[src/core/dagu_regs.svh]
`ifndef DAGU_REGS_SVH
`define DAGU_REGS_SVH
`define DAGU_AW 24
`define DAGU_MOD_LINEAR 24'hFFFFFF
`define DAGU_MOD_REV 24'h000000
`define DAGU_MOD_MWRAP_BIT 15
`define DAGU_SC_HI_LSB 16
`define DAGU_SC_SIGN_BIT 15
`define DAGU_SC_DELAY 2'h3
`define DAGU_REG_PTR 2'h0
`define DAGU_REG_OFS 2'h1
`define DAGU_REG_MOD 2'h2
`define DAGU_REG_SEP 2'h3
`endif

[src/core/dagu_pkg.sv]
package dagu_pkg;
	typedef enum logic [2:0] {
		DAGU_UPD_NONE = 3'h0,
		DAGU_UPD_INC = 3'h1,
		DAGU_UPD_DEC = 3'h2,
		DAGU_UPD_ADDN = 3'h3,
		DAGU_UPD_SUBN = 3'h4,
		DAGU_UPD_INDEX = 3'h5,
		DAGU_UPD_PREDEC = 3'h6,
		DAGU_UPD_DISP = 3'h7
	} dagu_mode_t;
	typedef enum logic [1:0] {
		DAGU_BUS_NONE = 2'h0,
		DAGU_BUS_P = 2'h1,
		DAGU_BUS_X = 2'h2,
		DAGU_BUS_Y = 2'h3
	} dagu_bus_t;
	typedef enum logic [1:0] {
		DAGU_ARITH_LINEAR = 2'h0,
		DAGU_ARITH_MODULO = 2'h1,
		DAGU_ARITH_MWRAP = 2'h3,
		DAGU_ARITH_REVERSE = 2'h2
	} dagu_arith_t;
endpackage

[src/core/dagu_unit_if.sv]
`timescale 1ns/1ps
interface dagu_unit_if;
	logic req;
	logic [1:0] idx;
	dagu_pkg::dagu_mode_t mode;
	logic [23:0] disp;
	logic sc;
	logic [23:0] ptr;
	logic [23:0] ofs;
	logic [23:0] modv;
	logic [23:0] ea;
	logic [23:0] upd;
	logic wr;
	modport top (output req, idx, mode, disp, sc, ptr, ofs, modv, input ea, upd, wr);
	modport alu (input req, idx, mode, disp, sc, ptr, ofs, modv, output ea, upd, wr);
endinterface

[src/core/dagu_alu.sv]
`timescale 1ns/1ps
`include "dagu_regs.svh"
// one address arithmetic unit, purely combinational
module dagu_alu (
	dagu_unit_if.alu u
);
	// bit reverse helper for the reverse-carry adder
	function automatic logic [23:0] dagu_rev(input logic [23:0] v);
		logic [23:0] r;
		r = '0;
		for (int i = 0; i < 24; i++) begin
			r[i] = v[23 - i];
		end
		return r;
	endfunction

	// ones from the top set bit downward; shifts must chain or the mask has holes
	function automatic logic [23:0] dagu_smear(input logic [23:0] m);
		logic [23:0] s;
		s = m;
		s = s | (s >> 1);
		s = s | (s >> 2);
		s = s | (s >> 4);
		s = s | (s >> 8);
		s = s | (s >> 16);
		return s;
	endfunction

	// modifier decode: linear, reverse-carry, multiple-wrap or plain modulo
	function automatic dagu_pkg::dagu_arith_t dagu_decode(input logic [23:0] m);
		if (m == `DAGU_MOD_LINEAR) begin
			return dagu_pkg::DAGU_ARITH_LINEAR;
		end else if (m == `DAGU_MOD_REV) begin
			return dagu_pkg::DAGU_ARITH_REVERSE;
		end else if (m[`DAGU_MOD_MWRAP_BIT]) begin
			return dagu_pkg::DAGU_ARITH_MWRAP;
		end else begin
			return dagu_pkg::DAGU_ARITH_MODULO;
		end
	endfunction

	logic [23:0] ofs_ext, step, sum, rsum, msum, base, lo, hi, mask, res, top;
	logic [23:0] modulus;
	dagu_pkg::dagu_arith_t arith;
	logic neg;

	// step selection; sign of the offset from bit 15 in compat mode
	always_comb begin
		ofs_ext = u.sc ? {{8{u.ofs[`DAGU_SC_SIGN_BIT]}}, u.ofs[15:0]} : u.ofs;
		neg = 1'b0;
		case (u.mode)
			dagu_pkg::DAGU_UPD_INC: step = 24'h000001;
			dagu_pkg::DAGU_UPD_DEC, dagu_pkg::DAGU_UPD_PREDEC: begin
				step = 24'hFFFFFF;
				neg = 1'b1;
			end
			dagu_pkg::DAGU_UPD_ADDN: begin
				step = ofs_ext;
				neg = ofs_ext[23];
			end
			dagu_pkg::DAGU_UPD_SUBN: begin
				step = 24'(-ofs_ext);
				neg = ~ofs_ext[23];
			end
			default: step = 24'h000000;
		endcase
	end

	// offset and reverse-carry adders share inputs and run in parallel
	assign arith = dagu_decode(u.modv);
	assign modulus = 24'(u.modv + 24'h000001);
	assign sum = 24'(u.ptr + step);
	assign rsum = dagu_rev(24'(dagu_rev(u.ptr) + dagu_rev(step)));
	assign mask = dagu_smear(u.modv);
	assign lo = u.ptr & ~mask;
	assign hi = 24'(lo + u.modv);

	// modulo adder: wraps by plus or minus the modulus; the mask keeps the
	// wrap test cheap at the cost of needing an aligned base
	always_comb begin
		msum = sum;
		if (!neg && sum > hi) begin
			msum = 24'(sum - modulus);
		end else if (neg && sum < lo) begin
			msum = 24'(sum + modulus);
		end
	end

	// result selection among the three adders
	always_comb begin
		case (arith)
			dagu_pkg::DAGU_ARITH_REVERSE: res = rsum;
			dagu_pkg::DAGU_ARITH_MODULO: res = msum;
			dagu_pkg::DAGU_ARITH_MWRAP: res = (u.ptr & ~mask) | (sum & mask);
			default: res = sum;
		endcase
		top = res;
		if (u.sc) begin
			top = {8'h00, res[15:0]};
		end
	end

	// effective address and write-back per mode
	always_comb begin
		base = u.ptr;
		case (u.mode)
			dagu_pkg::DAGU_UPD_INDEX: base = 24'(u.ptr + ofs_ext);
			dagu_pkg::DAGU_UPD_DISP: base = 24'(u.ptr + u.disp);
			dagu_pkg::DAGU_UPD_PREDEC: base = top;
			default: base = u.ptr;
		endcase
		u.ea = u.sc ? {8'h00, base[15:0]} : base;
		u.upd = top;
		u.wr = u.req && (u.mode inside {dagu_pkg::DAGU_UPD_INC, dagu_pkg::DAGU_UPD_DEC,
			dagu_pkg::DAGU_UPD_ADDN, dagu_pkg::DAGU_UPD_SUBN, dagu_pkg::DAGU_UPD_PREDEC});
	end
endmodule

[src/core/dagu_top.sv]
`timescale 1ns/1ps
`include "dagu_regs.svh"
module dagu_top (
	input wire logic I_REF_CLK,
	input wire logic I_RST_B,
	input wire logic I_ICYC_EN,
	input wire logic I_SC_MODE,
	input wire logic I_STACK_MEM_SEL,
	input wire logic I_LO_REQ,
	input wire logic [1:0] I_LO_IDX,
	input wire logic [2:0] I_LO_MODE,
	input wire logic [6:0] I_LO_DISP,
	input wire logic [1:0] I_LO_BUS,
	input wire logic I_HI_REQ,
	input wire logic [1:0] I_HI_IDX,
	input wire logic [2:0] I_HI_MODE,
	input wire logic [6:0] I_HI_DISP,
	input wire logic [1:0] I_HI_BUS,
	input wire logic I_GDP_WR,
	input wire logic [1:0] I_GDP_KIND,
	input wire logic [2:0] I_GDP_IDX,
	input wire logic [23:0] I_GDP_WDATA,
	input wire logic [1:0] I_SEP_OP,
	output logic [23:0] O_GDP_RDATA,
	output logic [23:0] O_PROGRAM_ADDR_BUS,
	output logic O_PROGRAM_ADDR_VALID,
	output logic [23:0] O_XMEM_ADDR_BUS,
	output logic O_XMEM_ADDR_VALID,
	output logic [23:0] O_YMEM_ADDR_BUS,
	output logic O_YMEM_ADDR_VALID,
	output logic O_SC_ACTIVE,
	output logic O_STACK_IN_Y,
	output logic [23:0] O_STACK_ADDR
);
	logic [23:0] addr_pointer_q [8];
	logic [23:0] step_offset_q [8];
	logic [23:0] arith_modifier_q [8];
	logic [23:0] stack_ext_pointer_q;
	logic [2:0] sc_pipe_q;
	logic sc_q;
	logic [23:0] wdata;
	logic [2:0] lo_sel, hi_sel;

	dagu_unit_if lo_u ();
	dagu_unit_if hi_u ();

	// compat bit seen by the datapath only after a three-cycle pipe
	always_ff @(posedge I_REF_CLK) begin
		if (!I_RST_B) begin
			sc_pipe_q <= 3'h0;
		end else if (I_ICYC_EN) begin
			sc_pipe_q <= {sc_pipe_q[1:0], I_SC_MODE};
		end
	end
	assign sc_q = sc_pipe_q[2];

	// low unit owns triplets 0-3, high unit 4-7
	assign lo_sel = {1'b0, I_LO_IDX};
	assign hi_sel = {1'b1, I_HI_IDX};

	assign lo_u.req = I_LO_REQ & I_ICYC_EN;
	assign lo_u.idx = I_LO_IDX;
	assign lo_u.mode = dagu_pkg::dagu_mode_t'(I_LO_MODE);
	assign lo_u.disp = sc_q ? {8'h00, {9{I_LO_DISP[6]}}, I_LO_DISP} : {{17{I_LO_DISP[6]}}, I_LO_DISP};
	assign lo_u.sc = sc_q;
	assign lo_u.ptr = addr_pointer_q[lo_sel];
	assign lo_u.ofs = step_offset_q[lo_sel];
	assign lo_u.modv = arith_modifier_q[lo_sel];

	assign hi_u.req = I_HI_REQ & I_ICYC_EN;
	assign hi_u.idx = I_HI_IDX;
	assign hi_u.mode = dagu_pkg::dagu_mode_t'(I_HI_MODE);
	assign hi_u.disp = sc_q ? {8'h00, {9{I_HI_DISP[6]}}, I_HI_DISP} : {{17{I_HI_DISP[6]}}, I_HI_DISP};
	assign hi_u.sc = sc_q;
	assign hi_u.ptr = addr_pointer_q[hi_sel];
	assign hi_u.ofs = step_offset_q[hi_sel];
	assign hi_u.modv = arith_modifier_q[hi_sel];

	dagu_alu u_lo (
		.u(lo_u)
	);
	dagu_alu u_hi (
		.u(hi_u)
	);

	// moves to pointer, offset and modifier registers in compat mode clear the destination top byte
	assign wdata = sc_q ? {8'h00, I_GDP_WDATA[15:0]} : I_GDP_WDATA;

	// pointer files: one read-modify-write per unit per cycle; a data-path
	// write to the same pointer wins since it is the later instruction
	always_ff @(posedge I_REF_CLK) begin
		for (int i = 0; i < 8; i++) begin
			if (I_ICYC_EN && I_GDP_WR && I_GDP_KIND == `DAGU_REG_PTR && I_GDP_IDX == 3'(i)) begin
				addr_pointer_q[i] <= wdata;
			end else if (lo_u.wr && lo_sel == 3'(i)) begin
				addr_pointer_q[i] <= lo_u.upd;
			end else if (hi_u.wr && hi_sel == 3'(i)) begin
				addr_pointer_q[i] <= hi_u.upd;
			end
		end
	end

	// offset registers, plain storage when not used as step
	always_ff @(posedge I_REF_CLK) begin
		for (int i = 0; i < 8; i++) begin
			if (I_ICYC_EN && I_GDP_WR && I_GDP_KIND == `DAGU_REG_OFS && I_GDP_IDX == 3'(i)) begin
				step_offset_q[i] <= wdata;
			end
		end
	end

	// modifiers reset to linear arithmetic
	always_ff @(posedge I_REF_CLK) begin
		for (int i = 0; i < 8; i++) begin
			if (!I_RST_B) begin
				arith_modifier_q[i] <= `DAGU_MOD_LINEAR;
			end else if (I_ICYC_EN && I_GDP_WR && I_GDP_KIND == `DAGU_REG_MOD && I_GDP_IDX == 3'(i)) begin
				arith_modifier_q[i] <= wdata;
			end
		end
	end

	// stack extension pointer: deliberately no reset, software loads it;
	// op 1 is a push, op 2 a pull
	always_ff @(posedge I_REF_CLK) begin
		if (I_ICYC_EN && I_GDP_WR && I_GDP_KIND == `DAGU_REG_SEP) begin
			stack_ext_pointer_q <= I_GDP_WDATA;
		end else if (I_ICYC_EN && I_SEP_OP == 2'h1) begin
			stack_ext_pointer_q <= 24'(stack_ext_pointer_q + 24'h000001);
		end else if (I_ICYC_EN && I_SEP_OP == 2'h2) begin
			stack_ext_pointer_q <= 24'(stack_ext_pointer_q - 24'h000001);
		end
	end

	// data path read mux, registered
	always_ff @(posedge I_REF_CLK) begin
		if (!I_RST_B) begin
			O_GDP_RDATA <= 24'h000000;
		end else begin
			case (I_GDP_KIND)
				`DAGU_REG_PTR: O_GDP_RDATA <= sc_q ? {8'h00, addr_pointer_q[I_GDP_IDX][15:0]}
					: addr_pointer_q[I_GDP_IDX];
				`DAGU_REG_OFS: O_GDP_RDATA <= sc_q ? {8'h00, step_offset_q[I_GDP_IDX][15:0]}
					: step_offset_q[I_GDP_IDX];
				`DAGU_REG_MOD: O_GDP_RDATA <= sc_q ? {8'h00, arith_modifier_q[I_GDP_IDX][15:0]}
					: arith_modifier_q[I_GDP_IDX];
				default: O_GDP_RDATA <= stack_ext_pointer_q;
			endcase
		end
	end

	// address muxes: program bus only alone, otherwise X and Y from either
	// unit; a P request from the low unit suppresses any high-unit address
	always_ff @(posedge I_REF_CLK) begin
		if (!I_RST_B) begin
			O_PROGRAM_ADDR_BUS <= 24'h000000;
			O_PROGRAM_ADDR_VALID <= 1'b0;
			O_XMEM_ADDR_BUS <= 24'h000000;
			O_XMEM_ADDR_VALID <= 1'b0;
			O_YMEM_ADDR_BUS <= 24'h000000;
			O_YMEM_ADDR_VALID <= 1'b0;
		end else begin
			O_PROGRAM_ADDR_VALID <= 1'b0;
			O_XMEM_ADDR_VALID <= 1'b0;
			O_YMEM_ADDR_VALID <= 1'b0;
			if (lo_u.req && I_LO_BUS == dagu_pkg::DAGU_BUS_P) begin
				O_PROGRAM_ADDR_BUS <= lo_u.ea;
				O_PROGRAM_ADDR_VALID <= 1'b1;
			end else if (hi_u.req && I_HI_BUS == dagu_pkg::DAGU_BUS_P && !lo_u.req) begin
				O_PROGRAM_ADDR_BUS <= hi_u.ea;
				O_PROGRAM_ADDR_VALID <= 1'b1;
			end else begin
				if (lo_u.req && I_LO_BUS == dagu_pkg::DAGU_BUS_X) begin
					O_XMEM_ADDR_BUS <= lo_u.ea;
					O_XMEM_ADDR_VALID <= 1'b1;
				end else if (hi_u.req && I_HI_BUS == dagu_pkg::DAGU_BUS_X) begin
					O_XMEM_ADDR_BUS <= hi_u.ea;
					O_XMEM_ADDR_VALID <= 1'b1;
				end
				if (hi_u.req && I_HI_BUS == dagu_pkg::DAGU_BUS_Y) begin
					O_YMEM_ADDR_BUS <= hi_u.ea;
					O_YMEM_ADDR_VALID <= 1'b1;
				end else if (lo_u.req && I_LO_BUS == dagu_pkg::DAGU_BUS_Y) begin
					O_YMEM_ADDR_BUS <= lo_u.ea;
					O_YMEM_ADDR_VALID <= 1'b1;
				end
			end
		end
	end

	// status and stack placement, registered
	always_ff @(posedge I_REF_CLK) begin
		if (!I_RST_B) begin
			O_SC_ACTIVE <= 1'b0;
			O_STACK_IN_Y <= 1'b0;
			O_STACK_ADDR <= 24'h000000;
		end else begin
			O_SC_ACTIVE <= sc_q;
			O_STACK_IN_Y <= I_STACK_MEM_SEL;
			O_STACK_ADDR <= sc_q ? {8'h00, stack_ext_pointer_q[15:0]} : stack_ext_pointer_q;
		end
	end
endmodule

[config.mk]
export PLATFORM = sky130hd
export DESIGN_NAME = dagu_top
export DESIGN_NICKNAME = d
export VERILOG_FILES = /design/src/core/dagu_pkg.sv /design/src/core/dagu_unit_if.sv /design/src/core/dagu_alu.sv /design/src/core/dagu_top.sv
export VERILOG_INCLUDE_DIRS = /design/src /design/src/core
export SDC_FILE = /design/constraint.sdc
export NUM_CORES = 2
export LEC_CHECK = 0
export BUFFER_PORTS_ARGS = -buffer_cell sky130_fd_sc_hd__buf_2
export CORE_ASPECT_RATIO = 0.5
export CORE_MARGIN = 2
export CORE_UTILIZATION = 35
export CTS_BUF_LIST = sky130_fd_sc_hd__clkbuf_2 sky130_fd_sc_hd__clkbuf_4 sky130_fd_sc_hd__clkbuf_8
export DETAILED_ROUTE_END_ITERATION = 8
export GPL_TIMING_DRIVEN = 0
export SETUP_SLACK_MARGIN = 0.3
export SLEW_MARGIN = 20
export SYNTH_ARGS = -nofsm -noshare
export SYNTH_HDL_FRONTEND = slang
export SYNTH_HIERARCHICAL = 1
export SYNTH_SLANG_ARGS = --single-unit
[constraint.sdc]
create_clock -name I_REF_CLK -period 11.4 [get_ports I_REF_CLK]
set_clock_uncertainty 0.1 [all_clocks]
set_input_delay 1.14 -clock I_REF_CLK [delete_from_list [all_inputs] [get_ports I_REF_CLK]]
set_output_delay 1.14 -clock I_REF_CLK [all_outputs]
set_load 0.02 [all_outputs]
# [Word-level counts from Yosys, hierarchy flattened]
# Memories as Yosys holds them, arrays and structs flattened.
# Cells that the tools add are included.
[word_totals] reg_bits=152 mem_bits_rw=576 in_bits=67 elab_cells=379 memories=3
[mem_list] name="addr_pointer_q" depth=8 word_bits=24 read_ports=3 rd_ports_with_merged_regs=0 wr=8 line_no="dagu_top.sv:35" source="logic [23:0] addr_pointer_q [8];"
[mem_list] name="arith_modifier_q" depth=8 word_bits=24 read_ports=3 rd_ports_with_merged_regs=0 wr=8 line_no="dagu_top.sv:37" source="logic [23:0] arith_modifier_q [8];"
[mem_list] name="step_offset_q" depth=8 word_bits=24 read_ports=3 rd_ports_with_merged_regs=0 wr=1 line_no="dagu_top.sv:36" source="logic [23:0] step_offset_q [8];"
[op_classes] addsub=20 magnitude_cmp=4 eq_ne=46 mux=169 n_bitwise=42 reduce_logical=82
[op_table] cell="2-to-1 mux 24 bit" count=49
[op_table] cell="case mux 24 bit (3 select lines)" count=5
[op_table] cell="adder 24 bit" count=12
[op_table] cell="case mux 24 bit (4 select lines)" count=2
[op_table] cell="OR reduction 24 bit" count=7
[op_table] cell="2-to-1 mux 1 bit" count=98
[op_table] cell="bitwise AND 24 bit" count=4
[op_table] cell="adder 24 x 1 -> 24 bit (second input constant)" count=3
[op_table] cell="logical AND 1 bit" count=53
[op_table] cell="== test 24 bit (second input constant)" count=2
[op_table] cell="greater-than comparator 24 bit" count=2
[op_table] cell="logical NOT 24 bit" count=2
[op_table] cell="< comparator 24 bit" count=2
[op_table] cell="negator 24 bit" count=2
[op_table] cell="NOT 24 bit" count=2
[op_table] cell="OR 24 x 16 -> 24 bit" count=2
[op_table] cell="OR 24 x 20 -> 24 bit" count=2
[op_table] cell="OR 24 x 22 -> 24 bit" count=2
[op_table] cell="OR 24 x 23 -> 24 bit" count=2
[op_table] cell="OR 24 bit" count=2
[op_table] cell="OR 24 x 8 -> 24 bit" count=2
[op_table] cell="subtractor 24 bit" count=2
[op_table] cell="== test 3 bit (second input constant)" count=12
[op_table] cell="== test 2 bit (second input constant)" count=15
[op_table] cell="19 further kinds" count=77

# [Depth between registers and ports, before layout]
# An unclocked memory read counts as a cell.
[depth] word_depth=18 mapped_depth=42 ltp_nobuf=36

# [Cells and area by module]
# The synthesis kept the hierarchy.
[by_module_without_submodules] mod="dagu_top" n_inst=1 cells_per_inst=2490 area_per_inst_um2=36203.5 seq_area_each_um2=20579.7
[by_module_without_submodules] mod="dagu_alu (u_lo)" n_inst=1 cells_per_inst=1642 area_per_inst_um2=11080.6 seq_area_each_um2=0.0
[by_module_without_submodules] mod="dagu_alu (u_hi)" n_inst=1 cells_per_inst=1643 area_per_inst_um2=10886.7 seq_area_each_um2=0.0

# [Least setup slack after synthesis]
# No wires, ideal clock.
[synth_timing] path_type="input port to flip-flop" start="in I_LO_IDX[0]" end="reg O_PROGRAM_ADDR_BUS[23]" t_arrival_ns=9.125 path_slack_ns=2.089 path_stages=40 path_buffers=6 cell_sequence="buf_1 -> buf_2 -> mux4_2 -> clkbuf_1 -> nor4_2 -> nand4_1 -> or2_2 -> clkbuf_1 -> nor4_1 -> nand2_1 -> inv_1 -> ha_1 -> nor2b_1 -> o21ai_0 -> a21boi_0 -> o21a_1 -> o21ai_0 -> nand2b_1 -> [4 not listed] -> a21oi_1 -> xor2_1 -> ha_1 -> inv_1 -> or2_2 -> o22ai_1 -> o21a_1 -> o211ai_1 -> and3_1 -> o211ai_1 -> o21a_2 -> buf_6 -> buf_2 -> o21ai_0 -> or3_1 -> a21oi_1 -> mux2i_1 -> a211oi_1"
[synth_between] elab_chain_cells=17
[synth_lines] element="start: declaration" line_no="dagu_top.sv:10" source="input wire logic [1:0] I_LO_IDX,"
[synth_lines] element="memory (8 x 24 bit) (*)"
[synth_lines] element="net lo_u.modv[11]" line_no="dagu_unit_if.sv:10" source="logic [23:0] modv;"
[synth_lines] element="OR 24 x 23 -> 24 bit" line_no="dagu_alu.sv:21" source="s = s | (s >> 1);"
[synth_lines] element="OR 24 x 22 -> 24 bit" line_no="dagu_alu.sv:22" source="s = s | (s >> 2);"
[synth_lines] element="OR 24 x 20 -> 24 bit" line_no="dagu_alu.sv:23" source="s = s | (s >> 4);"
[synth_lines] element="OR 24 x 16 -> 24 bit" line_no="dagu_alu.sv:24" source="s = s | (s >> 8);"
[synth_lines] element="OR 24 x 8 -> 24 bit" line_no="dagu_alu.sv:25" source="s = s | (s >> 16);"
[synth_lines] element="NOT 24 bit" line_no="dagu_alu.sv:75" source="assign lo = u.ptr & ~mask;"
[synth_lines] element="[3 not listed]"
[synth_lines] element="logical AND 1 bit / 2-to-1 mux 24 bit (equally long branches)" line_no="dagu_alu.sv:82, dagu_alu.sv:84"
[synth_lines] element="2-to-1 mux 24 bit" line_no="dagu_alu.sv:82" source="if (!neg && sum > hi) begin"
[synth_lines] element="case mux 24 bit (3 select lines) (*)" line_no="dagu_alu.sv:91" source="case (arith)"
[synth_lines] element="2-to-1 mux 24 bit (*)" line_no="dagu_alu.sv:98" source="if (u.sc) begin"
[synth_lines] element="case mux 24 bit (3 select lines) (*)" line_no="dagu_alu.sv:106" source="case (u.mode)"
[synth_lines] element="2-to-1 mux 24 bit (*)" line_no="dagu_alu.sv:112" source="u.ea = u.sc ? {8'h00, base[15:0]} : base;"
[synth_lines] element="net lo_u.ea[23]" line_no="dagu_unit_if.sv:11" source="logic [23:0] ea;"
[synth_lines] element="2-to-1 mux 24 bit (*)" line_no="dagu_top.sv:166" source="if (lo_u.req && I_LO_BUS == dagu_pkg::DAGU_BUS_P) begin"
[synth_lines] element="end signal: assignment" line_no="dagu_top.sv:167" source="O_PROGRAM_ADDR_BUS <= lo_u.ea;"
[synth_lines] element="end signal: assignment" line_no="dagu_top.sv:170" source="O_PROGRAM_ADDR_BUS <= hi_u.ea;"
[synth_lines] element="end: declaration" line_no="dagu_top.sv:25" source="output logic [23:0] O_PROGRAM_ADDR_BUS,"
# The timed path passes the listed nets; every way through them passes the cells marked *.
# A chain may end at the register's enable or synchronous reset.

# [Final worst setup path]
[layout_timing] start="in I_LO_IDX[1]" end="reg O_PROGRAM_ADDR_BUS[12]"
[layout_rtl] element="memory (8 x 24 bit) (*)"
[layout_rtl] element="net lo_u.ofs[7]" line_no="dagu_unit_if.sv:9" source="logic [23:0] ofs;"
[layout_rtl] element="2-to-1 mux 24 bit (*)" line_no="dagu_alu.sv:49" source="ofs_ext = u.sc ? {{8{u.ofs[`DAGU_SC_SIGN_BIT]}}, u.ofs[15:0]} : u.ofs;"
[layout_rtl] element="negator 24 bit" line_no="dagu_alu.sv:62" source="step = 24'(-ofs_ext);"
[layout_rtl] element="case mux 24 bit (4 select lines) (*)" line_no="dagu_alu.sv:51" source="case (u.mode)"
[layout_rtl] element="adder 24 bit" line_no="dagu_alu.sv:72" source="assign sum = 24'(u.ptr + step);"
[layout_rtl] element="< comparator 24 bit" line_no="dagu_alu.sv:84" source="end else if (neg && sum < lo) begin"
[layout_rtl] element="logical AND 1 bit" line_no="dagu_alu.sv:84"
[layout_rtl] element="2-to-1 mux 24 bit" line_no="dagu_alu.sv:84"
[layout_rtl] element="2-to-1 mux 24 bit" line_no="dagu_alu.sv:82"
[layout_rtl] element="case mux 24 bit (3 select lines) (*)" line_no="dagu_alu.sv:91"
[layout_rtl] element="2-to-1 mux 24 bit (*)" line_no="dagu_alu.sv:98"
[layout_rtl] element="net lo_u.upd[12]" line_no="dagu_unit_if.sv:12" source="logic [23:0] upd;"
[layout_rtl] element="case mux 24 bit (3 select lines) (*)" line_no="dagu_alu.sv:106"
[layout_rtl] element="2-to-1 mux 24 bit (*)" line_no="dagu_alu.sv:112"
[layout_rtl] element="net lo_u.ea[12]" line_no="dagu_unit_if.sv:11"
[layout_rtl] element="2-to-1 mux 24 bit (*)" line_no="dagu_top.sv:166"
# Marked as above.

==> qor.yml <==
layout:
  nets: 6538
  drive_gt1_share_pct: 18.4
  fill_cells: 16312
  synthToLayoutAreaGrowth_pct: 12.5
power_and_ir_drop:
  p_per_area_nw_per_um2: 148
  leakage_nw: 24.9
  irDropWorstVdd_v: 0.0000965
floorplanning:
  io_pins: 192
  initial_core_util_pct: 35.4
  fp-row-count: 105
  die_w_um: 581
  die_area_um2: 170000
  die_y_um: 292
  core_um2: 164000
place:
  dp_hpwl_mm: 191
  gp_congestion: 1.01
  portBuffers: 188
timing:
  slew_viol_final: 0
  tightest_slew_ns: 1.38
  hold_slack_ns: 0.399
  slew-limit-headroom_pct: 8.06
  max_freq_ghz: 0.0924
  setup_viol: 0
  period_needed_ns: 10.82
  tns_ns: 0
  rsz0062_at_grt: "true"
  min_period_over_period_pct: 94.9
  hold_violations: 0
yosys:
  syn-num-nets: 6202
  synth_area_um2: 58200
  ys_ff_latch: 728
  synth.distinct_cells: 122
  yosysSeqAreaShare_pct: 35.4
  yosysWarnings: 6
  synth_common_cells: "edfxtp_1, nand2_1, nor2_1"
  async_flop_share_pct: 0
  synth_area_leaders: "edfxtp_1, mux4_2, ha_1"
  yosys.area.top_type_share_pct: 31.0
  synth_largest_area_cell: "edfxtp_1"
  synth_edf_count: 600
  avgSynthCellArea_um2: 10.1
  syn-instance-count: 5775
  synthFlopType: "edfxtp_1"
  yosysMostFrequentCell: "edfxtp_1"
critical_path:
  cp_common_cell: "a21oi_1"
  critPathKind: "input pin to register"
  crit_start: "I_LO_IDX[1]"
  crit_path_start_kind: "input pin"
  worstSetupEndpoint: "O_PROGRAM_ADDR_BUS[12]"
  worstPathArrival_ns: 11.46
  timing.rr.start: "arith_modifier_q[1][18]"
  r2r-end: "O_YMEM_ADDR_BUS[16]"
  worst_r2r_path_depth: 41
  worst-path-max-fanout: 10
  end_kind: "register"
  cpPeakStageDelay_ns: 0.84
  ff2ff_setup_slack_ns: 1.50
  crit_required_ns: 12.04
  slowest_stage: "xnor2_1"
cts:
  hold_buffers: 0
  cts_root_buf: "clkbuf_8"
  cts_tree: "done"
  cts_max_path_buffers: 3
  cts.sinks: 728
  h-tree-depth: 3
  cts.clk_slew.worst_paths_ns: 0.07
  numCtsBuffers: 120
  clkLatencyLatePin_ns: 0.83
min_path:
  hp-class: "register to register"
global_routing:
  antenna_found_initial: 29
  grt_pass1_vias: 48287
  grt_pass1_wl_mm: 346
  grt_max_degree: 25
  grt_overflow_total: 0
  track_usage_pct: 27.9
drt:
  wl_per_cell_um: 29.2
  drt-total-wl_mm: 246
  drcViolationCount: 0
  dr.max_layer_used: "met5"
  first_iter_violations: 8209
  wl_met3_mm: 31.2
  dr_wl_met2_mm: 105
  routed_via_density: 6.23
  antenna_left: 0
  vias: 52363
  wl_met1_mm: 97.3
  dr.pass1.iters: 7
flow_run:
  cap_viol_max_count: 0
run_status:
  status: "complete, no violations"
==> routing by layer <==
layer	vias to the layer above	global-route usage (%)
met5	-	0
met2	3345	41.8
met3	536	6.98
li1	22628	-
met4	14	12.3
met1	25840	38.1
==> through the flow <==
step	cell area [um^2]	utilization, %	std cells	power, mW	setup slack (ns)
after detailed placement	62700	38.1	8179	7.06	-1.37
final	65400	39.8	8409	9.67	0.579
after CTS	65300	39.7	8397	9.49	0.300
after global routing	65400	39.8	8402	10.0	0.285
after floorplan	58200	-	5775	5.71	2.09
after global placement	61900	37.6	8156	7.03	-1.74
==> critical path, delay by kind of cell <==
kind	cells	cell delay, ns
muxes	2	0.66
xor gates and xnor gates	1	0.84
and+or+nand+nor	11	2.52
buffers and inverters	7	1.96
adders and majority gates	2	0.60
AOI/OAI and AO/OA	17	3.68
==> logic make-up (layout without fill, tap and decap cells) <==
kind of cell	Yosys count	count (layout)	share of synthesized area, %
multiplexers	569	569	16.8
XOR/XNOR	250	250	3.81
flip-flops	728	728	35.4
AO/OA/AOI/OAI	1474	1474	17.0
adder cells (fa/ha/maj)	361	361	7.93
buffers and inverters	639	1071	4.61
other	0	9	0
AND/OR/NAND/NOR	1754	1754	14.5
==> cell type report <==
type | instances | area [um^2] | share of cell area (%)
antenna | 9 | 22.5 | 0.0344
tap | 2193 | 2740 | 4.19
inverter | 271 | 1020 | 1.55
multi-input combinational | 4408 | 35300 | 53.9
timing repair buffer | 214 | 1580 | 2.41
clock buffer | 185 | 2250 | 3.44
sequential | 728 | 20600 | 31.4
buffer | 368 | 1700 | 2.59
clock inverter | 33 | 280 | 0.428
==> where the power goes <==
part	total [mW]	internal (mW)	switching [mW]
Clock	2.46	1.31	1.15
Sequential	3.06	3.00	0.0616
Combinational	4.15	1.39	2.75
Total	9.67	5.70	3.97
==> state kept, by name, summed over array words and instances, names as in the netlist, 3 cells and up <==
signal	flops
addr_pointer_q	192
O_PROGRAM_ADDR_BUS	24
O_GDP_RDATA	24
step_offset_q	192
stack_ext_pointer_q	24
arith_modifier_q	192
O_YMEM_ADDR_BUS	24
sc_pipe_q	3
O_XMEM_ADDR_BUS	24
O_STACK_ADDR	24
==> worst min path at each step <==
| stage | start | endpoint | cells after the start |
|---|---|---|---|
| floorplan | sc_pipe_q[0] | sc_pipe_q[0] | 2 |
| global placement | sc_pipe_q[0] | sc_pipe_q[0] | 2 |
| detailed placement | sc_pipe_q[0] | sc_pipe_q[0] | 2 |
| CTS | O_YMEM_ADDR_BUS[11] | O_YMEM_ADDR_BUS[11] | 2 |
| global route | O_XMEM_ADDR_BUS[21] | O_XMEM_ADDR_BUS[21] | 2 |
| finish | O_YMEM_ADDR_BUS[11] | O_YMEM_ADDR_BUS[11] | 2 |
==> cell usage in the layout (no fill, tap or decap), types with 144 or more instances in the layout <==
cell type and instances:
edfxtp_1 600, nand2_1 538, nor2_1 449, ha_1 347, a21oi_1 342, o21ai_0 312, mux4_2 310, buf_2 275
inv_1 269, clkbuf_1 204, xnor2_1 154, or3_1 144
==> repair_timing <==
item / CTS / global route
setup buffers: 0 / 3
pin swaps: 0 / 1
endpoints found under the hold margin: 0 / 0
resized for setup: 12 / 29
setup endpoints to repair: 155 / 139
(Power assumes the default switching activity.)
